[config.mk]
export PLATFORM = sky130hd
export DESIGN_NAME = dmatm_top
export DESIGN_NICKNAME = d
export VERILOG_FILES = /design/src/common/dmatm_pkg.sv /design/src/dmatm_arb.sv /design/src/dmatm_sync.sv /design/src/dmatm_top.sv
export VERILOG_INCLUDE_DIRS = /design/src /design/src/common
export SDC_FILE = /design/constraint.sdc
export NUM_CORES = 2
export LEC_CHECK = 0
export BUFFER_PORTS_ARGS = -buffer_cell sky130_fd_sc_hd__clkbuf_2
export CAP_MARGIN = 25
export CELL_PAD_IN_SITES_DETAIL_PLACEMENT = 1
export CELL_PAD_IN_SITES_GLOBAL_PLACEMENT = 2
export CORE_MARGIN = 5
export CORE_UTILIZATION = 42
export CTS_BUF_LIST = sky130_fd_sc_hd__clkbuf_8
export DETAILED_ROUTE_END_ITERATION = 6
export PLACE_DENSITY_LB_ADDON = 0.12
export SETUP_SLACK_MARGIN = 0.02
export SLEW_MARGIN = 0
export SYNTH_ARGS = -nofsm -noshare
export SYNTH_HDL_FRONTEND = slang
export SYNTH_SLANG_ARGS = --single-unit
[constraint.sdc]
create_clock -name clk -period 5.8 [get_ports clk]
set_input_delay 1.16 -clock clk [delete_from_list [all_inputs] [get_ports clk]]
set_output_delay 1.16 -clock clk [all_outputs]
set_load 0.02 [all_outputs]
[src/common/dmatm_regs.svh]
`ifndef DMATM_REGS_SVH
`define DMATM_REGS_SVH
`define DMATM_OFF_MEM_ADDR 12'h000
`define DMATM_OFF_CNT 12'h004
`define DMATM_OFF_PERIPH 12'h008
`define DMATM_OFF_CTRL 12'h00C
`define DMATM_OFF_MASTER 12'h080
`define DMATM_OFF_STATUS 12'h084
`define DMATM_OFF_ADDR_B 12'h010
`define DMATM_CH_STRIDE 12'h020
`define DMATM_BIT_ENABLE 0
`define DMATM_BIT_IRQ_EN 1
`define DMATM_BIT_SIZE 2
`define DMATM_BIT_DOWN 3
`define DMATM_BIT_INC_EN 4
`define DMATM_MODE_LSB 5
`define DMATM_SRC_LSB 8
`define DMATM_BLK_LSB 16
`define DMATM_PERIPH_HIGH 16'hFFFF
`endif

[src/common/dmatm_pkg.sv]
package dmatm_pkg;
  typedef enum logic [2:0] {
    DMATM_IO = 3'b000,
    DMATM_IDLE = 3'b001,
    DMATM_REPEAT = 3'b010,
    DMATM_NORM_BURST = 3'b100,
    DMATM_NORM_STEAL = 3'b101,
    DMATM_NORM_EXT = 3'b110,
    DMATM_BLOCK = 3'b111
  } dmatm_mode_e;
  typedef enum logic [1:0] {
    DMATM_S_IDLE = 2'b00,
    DMATM_S_READ = 2'b01,
    DMATM_S_WRITE = 2'b10,
    DMATM_S_NEXT = 2'b11
  } dmatm_state_e;
endpackage

[src/dmatm_arb.sv]
module dmatm_arb (
  input wire logic clk,
  input wire logic reset_n,
  input wire logic [3:0] want,
  input wire logic busy,
  output logic [1:0] grant
);
  logic [1:0] pick;
  always_comb begin
    pick = 2'd0;
    for (int i = 3; i >= 0; i--) begin
      if (want[i]) begin
        pick = 2'(i);
      end
    end
  end
  always_ff @(posedge clk or negedge reset_n) begin
    if (!reset_n) begin
      grant <= 2'd0;
    end else if (!busy) begin
      grant <= pick;
    end
  end
endmodule

[src/dmatm_sync.sv]
module dmatm_sync (
  input wire logic clk,
  input wire logic reset_n,
  input wire logic d,
  output logic q
);
  logic s1_r;
  always_ff @(posedge clk or negedge reset_n) begin
    if (!reset_n) begin
      s1_r <= 1'b1;
      q <= 1'b1;
    end else begin
      s1_r <= d;
      q <= s1_r;
    end
  end
endmodule

[src/dmatm_top.sv]
// Implementation choices: the register addresses and register access over APB.
`include "dmatm_regs.svh"
module dmatm_top (
  input wire logic clk,
  input wire logic reset_n,
  input wire logic psel,
  input wire logic penable,
  input wire logic pwrite,
  input wire logic [11:0] paddr,
  input wire logic [31:0] pwdata,
  output logic [31:0] prdata,
  output logic pready,
  output logic pslverr,
  input wire logic [3:0] timer_unit_match,
  input wire logic serial_channel_tx_empty,
  input wire logic serial_channel_rx_full,
  input wire logic external_request_input,
  input wire logic nmi_event,
  input wire logic bus_higher_request,
  output logic bus_request,
  output logic [23:0] bus_addr,
  output logic bus_write,
  output logic bus_word,
  output logic [15:0] bus_wdata,
  input wire logic [15:0] bus_rdata,
  input wire logic bus_ack,
  output logic [3:0] transfer_end_irq
);
  // ----------------------------------------------------------------------
  // Channel registers.
  // ----------------------------------------------------------------------
  logic [23:0] memory_address_r [4];
  logic [23:0] mem_start_r [4];
  logic [15:0] transfer_counter_r [4];
  logic [15:0] count_start_r [4];
  logic [7:0] peripheral_address_low_r [4];
  logic [31:0] ctrl_r [4];
  logic master_enable_bit_r;
  logic [3:0] req_pend_r;
  logic [3:0] rx_src_r;
  logic ext_sync;
  logic ext_prev_r;
  logic [1:0] grant;
  logic [1:0] cur_r;
  dmatm_pkg::dmatm_state_e state_r;
  logic [15:0] data_r;
  logic [15:0] blk_left_r;
  logic [3:0] active;
  logic [3:0] want;
  logic [3:0] trig;
  logic wr_en;
  logic [11:0] off;
  logic [1:0] wch;
  logic done_pulse;
  logic last_unit;
  dmatm_sync u_sync (
    .clk(clk),
    .reset_n(reset_n),
    .d(external_request_input),
    .q(ext_sync)
  );
  // ----------------------------------------------------------------------
  // Request decode.
  // ----------------------------------------------------------------------
  assign wr_en = psel && penable && pwrite;
  assign off = paddr & 12'h01F;
  assign wch = paddr[6:5];
  always_comb begin
    for (int c = 0; c < 4; c++) begin
      logic [2:0] md;
      logic [2:0] src;
      md = ctrl_r[c][`DMATM_MODE_LSB +: 3];
      src = ctrl_r[c][`DMATM_SRC_LSB +: 3];
      active[c] = master_enable_bit_r && ctrl_r[c][`DMATM_BIT_ENABLE];
      trig[c] = 1'b0;
      case (src)
        3'd0, 3'd1, 3'd2, 3'd3: trig[c] = timer_unit_match[src[1:0]];
        3'd4: trig[c] = serial_channel_tx_empty;
        3'd5: trig[c] = serial_channel_rx_full;
        3'd6: trig[c] = ext_prev_r && !ext_sync;
        default: trig[c] = !ext_sync;
      endcase
      // Auto-request needs no trigger; only channels 0 and 2 head a pair.
      if (md == 3'b100 || md == 3'b101) begin
        trig[c] = (c % 2 == 0);
      end
      if (md[2] && (c % 2 == 1)) begin
        trig[c] = 1'b0;
      end
      want[c] = active[c] && (trig[c] || req_pend_r[c]);
    end
  end
  dmatm_arb u_arb (
    .clk(clk),
    .reset_n(reset_n),
    .want(want),
    .busy(state_r != dmatm_pkg::DMATM_S_IDLE),
    .grant(grant)
  );
  // ----------------------------------------------------------------------
  // Register bus.
  // ----------------------------------------------------------------------
  always_ff @(posedge clk or negedge reset_n) begin
    if (!reset_n) begin
      pready <= 1'b0;
      pslverr <= 1'b0;
      prdata <= 32'h0000_0000;
    end else begin
      pready <= psel && !penable;
      pslverr <= 1'b0;
      if (psel && !penable && !pwrite) begin
        if (paddr == `DMATM_OFF_MASTER) begin
          prdata <= {31'd0, master_enable_bit_r};
        end else if (paddr == `DMATM_OFF_STATUS) begin
          prdata <= {26'd0, state_r, cur_r, 2'b00} >> 2;
        end else if (paddr < 12'h080) begin
          case (off)
            `DMATM_OFF_MEM_ADDR: prdata <= {8'd0, memory_address_r[wch]};
            `DMATM_OFF_CNT: prdata <= {16'd0, transfer_counter_r[wch]};
            `DMATM_OFF_PERIPH: prdata <= {24'd0, peripheral_address_low_r[wch]};
            `DMATM_OFF_CTRL: prdata <= ctrl_r[wch];
            default: prdata <= 32'h0000_0000;
          endcase
        end else begin
          prdata <= 32'h0000_0000;
        end
      end
    end
  end
  // Master enable: cleared by an NMI, set again by software.
  always_ff @(posedge clk or negedge reset_n) begin
    if (!reset_n) begin
      master_enable_bit_r <= 1'b0;
    end else if (nmi_event) begin
      master_enable_bit_r <= 1'b0;
    end else if (wr_en && pready && paddr == `DMATM_OFF_MASTER) begin
      master_enable_bit_r <= pwdata[0];
    end
  end
  // ----------------------------------------------------------------------
  // Transfer engine.
  // ----------------------------------------------------------------------
  assign last_unit = (blk_left_r == 16'd1);
  always_ff @(posedge clk or negedge reset_n) begin
    if (!reset_n) begin
      ext_prev_r <= 1'b1;
    end else begin
      ext_prev_r <= ext_sync;
    end
  end
  always_ff @(posedge clk or negedge reset_n) begin
    if (!reset_n) begin
      state_r <= dmatm_pkg::DMATM_S_IDLE;
      cur_r <= 2'd0;
      data_r <= 16'h0000;
      bus_request <= 1'b0;
      bus_addr <= 24'h00_0000;
      bus_write <= 1'b0;
      bus_word <= 1'b0;
      bus_wdata <= 16'h0000;
      blk_left_r <= 16'h0000;
      transfer_end_irq <= 4'h0;
      req_pend_r <= 4'h0;
      rx_src_r <= 4'h0;
      for (int c = 0; c < 4; c++) begin
        memory_address_r[c] <= 24'h00_0000;
        mem_start_r[c] <= 24'h00_0000;
        transfer_counter_r[c] <= 16'h0000;
        count_start_r[c] <= 16'h0000;
        peripheral_address_low_r[c] <= 8'h00;
        ctrl_r[c] <= 32'h0000_0000;
      end
    end else begin
      transfer_end_irq <= 4'h0;
      for (int c = 0; c < 4; c++) begin
        if (trig[c] && active[c]) begin
          req_pend_r[c] <= 1'b1;
          rx_src_r[c] <= (ctrl_r[c][`DMATM_SRC_LSB +: 3] == 3'd5);
        end
      end
      if (wr_en && pready && paddr < 12'h080) begin
        case (off)
          `DMATM_OFF_MEM_ADDR: begin
            memory_address_r[wch] <= pwdata[23:0];
            mem_start_r[wch] <= pwdata[23:0];
          end
          `DMATM_OFF_CNT: begin
            transfer_counter_r[wch] <= pwdata[15:0];
            count_start_r[wch] <= pwdata[15:0];
          end
          `DMATM_OFF_PERIPH: peripheral_address_low_r[wch] <= pwdata[7:0];
          `DMATM_OFF_CTRL: ctrl_r[wch] <= pwdata;
          default: ;
        endcase
      end
      case (state_r)
        dmatm_pkg::DMATM_S_IDLE: begin
          // The arbiter's grant is registered, so wait until it names a
          // channel that really asks.
          if (want[grant]) begin
            cur_r <= grant;
            req_pend_r[grant] <= 1'b0;
            blk_left_r <= (ctrl_r[grant][`DMATM_MODE_LSB +: 3] == 3'b111) ?
              {8'd0, ctrl_r[grant][`DMATM_BLK_LSB +: 8]} : 16'd1;
            state_r <= dmatm_pkg::DMATM_S_READ;
          end
        end
        dmatm_pkg::DMATM_S_READ: begin
          bus_request <= 1'b1;
          bus_write <= 1'b0;
          bus_word <= ctrl_r[cur_r][`DMATM_BIT_SIZE];
          // Serial receive reads from the peripheral side.
          bus_addr <= rx_src_r[cur_r] ?
            {`DMATM_PERIPH_HIGH, peripheral_address_low_r[cur_r]} :
            memory_address_r[cur_r];
          if (bus_request && bus_ack) begin
            data_r <= bus_rdata;
            bus_request <= 1'b0;
            state_r <= dmatm_pkg::DMATM_S_WRITE;
          end
        end
        dmatm_pkg::DMATM_S_WRITE: begin
          bus_request <= 1'b1;
          bus_write <= 1'b1;
          bus_wdata <= data_r;
          bus_addr <= rx_src_r[cur_r] ? memory_address_r[cur_r] :
            {`DMATM_PERIPH_HIGH, peripheral_address_low_r[cur_r]};
          if (ctrl_r[cur_r][`DMATM_MODE_LSB + 2]) begin
            // Full-address mode writes to the partner channel's address.
            bus_addr <= memory_address_r[{cur_r[1], 1'b1}];
          end
          if (bus_request && bus_ack) begin
            bus_request <= 1'b0;
            state_r <= dmatm_pkg::DMATM_S_NEXT;
          end
        end
        dmatm_pkg::DMATM_S_NEXT: begin
          if (ctrl_r[cur_r][`DMATM_MODE_LSB +: 3] != 3'b001 &&
              ctrl_r[cur_r][`DMATM_BIT_INC_EN]) begin
            memory_address_r[cur_r] <= ctrl_r[cur_r][`DMATM_BIT_DOWN] ?
              memory_address_r[cur_r] -
                (ctrl_r[cur_r][`DMATM_BIT_SIZE] ? 24'd2 : 24'd1) :
              memory_address_r[cur_r] +
                (ctrl_r[cur_r][`DMATM_BIT_SIZE] ? 24'd2 : 24'd1);
          end
          blk_left_r <= blk_left_r - 16'd1;
          if (ctrl_r[cur_r][`DMATM_MODE_LSB +: 3] == 3'b111 && last_unit) begin
            memory_address_r[cur_r] <= mem_start_r[cur_r];
          end
          if (last_unit) begin
            // A start of zero wraps through 65,536 units.
            transfer_counter_r[cur_r] <= transfer_counter_r[cur_r] - 16'd1;
            if (transfer_counter_r[cur_r] == 16'd1) begin
              if (ctrl_r[cur_r][`DMATM_MODE_LSB +: 3] == 3'b010) begin
                memory_address_r[cur_r] <= mem_start_r[cur_r];
                transfer_counter_r[cur_r] <= count_start_r[cur_r];
              end else begin
                ctrl_r[cur_r][`DMATM_BIT_ENABLE] <= 1'b0;
                req_pend_r[cur_r] <= 1'b0;
                transfer_end_irq[cur_r] <=
                  ctrl_r[cur_r][`DMATM_BIT_IRQ_EN];
              end
            end
            state_r <= dmatm_pkg::DMATM_S_IDLE;
          end else if (ctrl_r[cur_r][`DMATM_MODE_LSB +: 3] == 3'b100 &&
                       bus_higher_request) begin
            state_r <= dmatm_pkg::DMATM_S_IDLE;
          end else begin
            state_r <= dmatm_pkg::DMATM_S_READ;
          end
        end
        default: state_r <= dmatm_pkg::DMATM_S_IDLE;
      endcase
    end
  end
endmodule

==> impl_metrics.env <==
export IMPL_fmax_mhz=206
export IMPL_antenna_found_initial=4
export IMPL_ys_flop_type="dfrtp_1"
export IMPL_tightest_slew_ns=1.06
export IMPL_min_period_ns=4.86
export IMPL_seq_power_share_pct=37.5
export IMPL_cts_hold_fix_buffers=0
export IMPL_ys_top_cells_by_area="dfrtp_1 (45%), mux4_2 (9.9%), nand2_1 (9.4%)"
export IMPL_reg2reg_to="memory_address_r[91]$_DFF_PN0_"
export IMPL_final_nets=3642
export IMPL_p_clk_share_pct=33.7
export IMPL_grt_pass1_vias=31200
export IMPL_slew_headroom_pct=29.1
export IMPL_required_ns=6.40
export IMPL_layout_commonest_cell="nand2_1"
export IMPL_core_area_um2=80500
export IMPL_netlist_area_leader_share_pct=44.6
export IMPL_rows=104
export IMPL_clockBufferDepth=3
export IMPL_r2r_cells=12
export IMPL_switchingPower_uw=4830
export IMPL_grt_pass1_wl_um=207000
export IMPL_die_h_um=295
export IMPL_cts_sinks=610
export IMPL_clock_skew_ns=0.0465
export IMPL_ant_nets=0
export IMPL_portBuffers=154
export IMPL_finalHoldViolCount=0
export IMPL_holdPathEnd="u_sync.q$_DFF_PN1_"
export IMPL_hold_class="reg2reg"
export IMPL_postCtsSetupRepairBufs=0
export IMPL_mostFrequentLayoutCells="nand2_1 (850), dfrtp_1 (605), mux2_2 (231)"
export IMPL_rrSetupSlack_ns=0.94
export IMPL_rsz0062_at_grt="false"
export IMPL_clkTransAtPathRegs_ns=0.07
export IMPL_dp_hpwl_um=92700
export IMPL_fin_cells=4687
export IMPL_netlist_area_um2=34100
export IMPL_yosysWarnings=0
export IMPL_drive_gt1_share_pct=23.4
export IMPL_yosysSeqAreaShare_pct=44.8
export IMPL_min_period_over_period_pct=83.7
export IMPL_worstHoldPathCells=0
export IMPL_htreeDepth=3
export IMPL_cts_buffers=109
export IMPL_path_class="reg2reg"
export IMPL_gp_congestion=0.916
export IMPL_cts_resized_gates=0
export IMPL_power_total_uw=13200
export IMPL_fillers=8969
export IMPL_synth_largest_area_cell="dfrtp_1"
export IMPL_maxCapViolCount=0
export IMPL_drc=0
export IMPL_detail_route_iter0_violations=2435
export IMPL_tns_ns=0
export IMPL_setup_viol=0
export IMPL_p_leak_uw=0.0180
export IMPL_initial_utilization_pct=42.3
export IMPL_grt_max_degree=122
export IMPL_p_int_uw=8370
export IMPL_syn_nets=3545
export IMPL_cts_root_buf="clkbuf_8"
export IMPL_p_per_area_nw_per_um2=343
export IMPL_synth_edf_count=0
export IMPL_fp_dieW_um=295
export IMPL_status="finished, final reports clean"
export IMPL_power_frac_comb_pct=28.8
export IMPL_avgSynthCellArea_um2=9.91
export IMPL_switching_share_pct=36.6
export IMPL_cp_end_kind="register"
export IMPL_vias=29700
export IMPL_grtUsageTotal_pct=31.5
export IMPL_synth_cell_types=87
export IMPL_clock_latency_ns=0.78
export IMPL_async_reset_ff_share_pct=100
export IMPL_ir_drop_mv=0.353
export IMPL_route_detailed_wl_per_inst_um=29.6
export IMPL_syn_to_final_growth_pct=12.8
export IMPL_synth_seq_cells=610
export IMPL_routed_wl_um=139000
export IMPL_min_from="u_sync.s1_r$_DFF_PN1_"
export IMPL_reg2reg_from="cur_r[0]$_DFFE_PN0P_"
export IMPL_io_pin_count=156
export IMPL_startpoint_type="register"
export IMPL_post_place_cells=4483
export IMPL_critPathArrivalTime_ns=5.45
export IMPL_overflow=0
export IMPL_synthCells=3438
export IMPL_dieArea_um2=86900
export IMPL_critPathMaxFanout=26
export IMPL_final_util_pct=47.7
export IMPL_dr_pass1_iters=5
export IMPL_slew_viol_final=0
export IMPL_vias_per_cell=6.33
export IMPL_cts_tree="built"
per-layer routing:
layer	up-vias	global-route usage [%]	routed length, um	share of wire (%)
li1	12600	-	-	-
met1	15500	42.6	58000	42
met2	1177	50.8	64500	47
met3	310	5.03	9210	6.6
met4	2	13.2	6790	4.9
met5	-	0	13	0.0094
worst max-delay path, cell delays in order, from the launching register on:
cell       delay (ns)
dfrtp_4          0.79
mux4_2           0.90
nand2_1          0.23
inv_1            0.07
ha_1             0.29
nor2b_1          0.15
o31ai_1          0.45
a21oi_1          0.27
a211oi_1         0.51
o31ai_1          0.19
xor2_1           0.23
a2111oi_0        0.49
a211oi_1         0.09
cell usage after synthesis, types with 17 or more instances:
library cell and number:
a21oi_1 218, mux4_2 150, ha_1 31, o22ai_1 46, xor2_1 17, clkbuf_1 189
nor2b_1 24, nor2_1 135, mux2i_1 70, buf_2 26, buf_1 36, dfrtp_1 607
mux2_2 231, o311ai_0 17, a211oi_1 31, nand3_1 79, a31oi_1 35, nor3_1 25
nand2b_1 19, a21boi_0 17, o21ai_0 199, and3_1 45, nand2_1 858, and2_1 17
o31ai_1 18, inv_1 29
layout make-up:
type	instances	area [um^2]	share of cell area, %
timing repair buffer	242	1560	4.07
clock buffer	139	1910	4.98
antenna	2	5.00	0.0130
tap	1060	1330	3.45
inverter	30	113	0.293
multi-input combinational	2542	17800	46.2
clock inverter	62	479	1.25
sequential	610	15300	39.7
kinds of logic (layout without fill, tap and decap cells):
group	after synthesis	in the layout	share of synthesized area [%]
AOI/OAI and AO/OA	743	743	13.6
xor gates and xnor gates	32	32	0.822
adders and majority gates	32	32	1.20
buffers and inverters	286	473	3.33
DFF	610	610	44.8
muxes	458	458	20.1
other	1	3	0.0110
and+or+nand+nor	1276	1276	16.1
through the flow:
| stage | cell area (um^2) | hold WS (ns) | setup slack (ns) |
|---|---|---|---|
| after floorplan | 34100 | 0.345 | 1.09 |
| after global placement | 36000 | 0.349 | 1.07 |
| after detailed placement | 36000 | 0.349 | 1.08 |
| after CTS | 38400 | 0.358 | 1.04 |
| after global routing | 38400 | 0.363 | 0.639 |
| final | 38400 | 0.358 | 0.944 |
worst max-delay path by stage:
| stage | start | to | slack (ns) | cells after the start |
|---|---|---|---|---|
| global route | cur_r[0]$_DFFE_PN0P_ | memory_address_r[91]$_DFF_PN0_ | 0.64 | 12 |
| finish | cur_r[0]$_DFFE_PN0P_ | memory_address_r[91]$_DFF_PN0_ | 0.94 | 12 |
| detailed placement | cur_r[0]$_DFFE_PN0P_ | memory_address_r[91]$_DFF_PN0_ | 1.08 | 12 |
| CTS | cur_r[0]$_DFFE_PN0P_ | memory_address_r[91]$_DFF_PN0_ | 1.04 | 12 |
| floorplan | cur_r[0]$_DFFE_PN0P_ | memory_address_r[91]$_DFF_PN0_ | 1.09 | 19 |
| global placement | cur_r[0]$_DFFE_PN0P_ | memory_address_r[91]$_DFF_PN0_ | 1.07 | 12 |
flip-flops by register name (all words and copies together) (netlist names), 4 cells and up:
signal / count
memory_address_r: 96
peripheral_address_low_r: 32
mem_start_r: 96
transfer_counter_r: 64
rx_src_r: 4
ctrl_r: 128
transfer_end_irq: 4
bus_wdata: 16
prdata: 32
data_r: 16
req_pend_r: 4
bus_addr: 24
count_start_r: 64
blk_left_r: 16
power by group through the flow:
stage	Combinational (uW)	Clock [uW]	Sequential, uW
2_1_floorplan	2330	0	5050
3_3_place_gp	3630	0	4990
3_5_place_dp	3730	0	5020
4_1_cts	3750	4540	4950
5_1_grt	4090	4720	4990
6_report	3810	4440	4950
No activity file was read; power rests on OpenSTA's default activity.
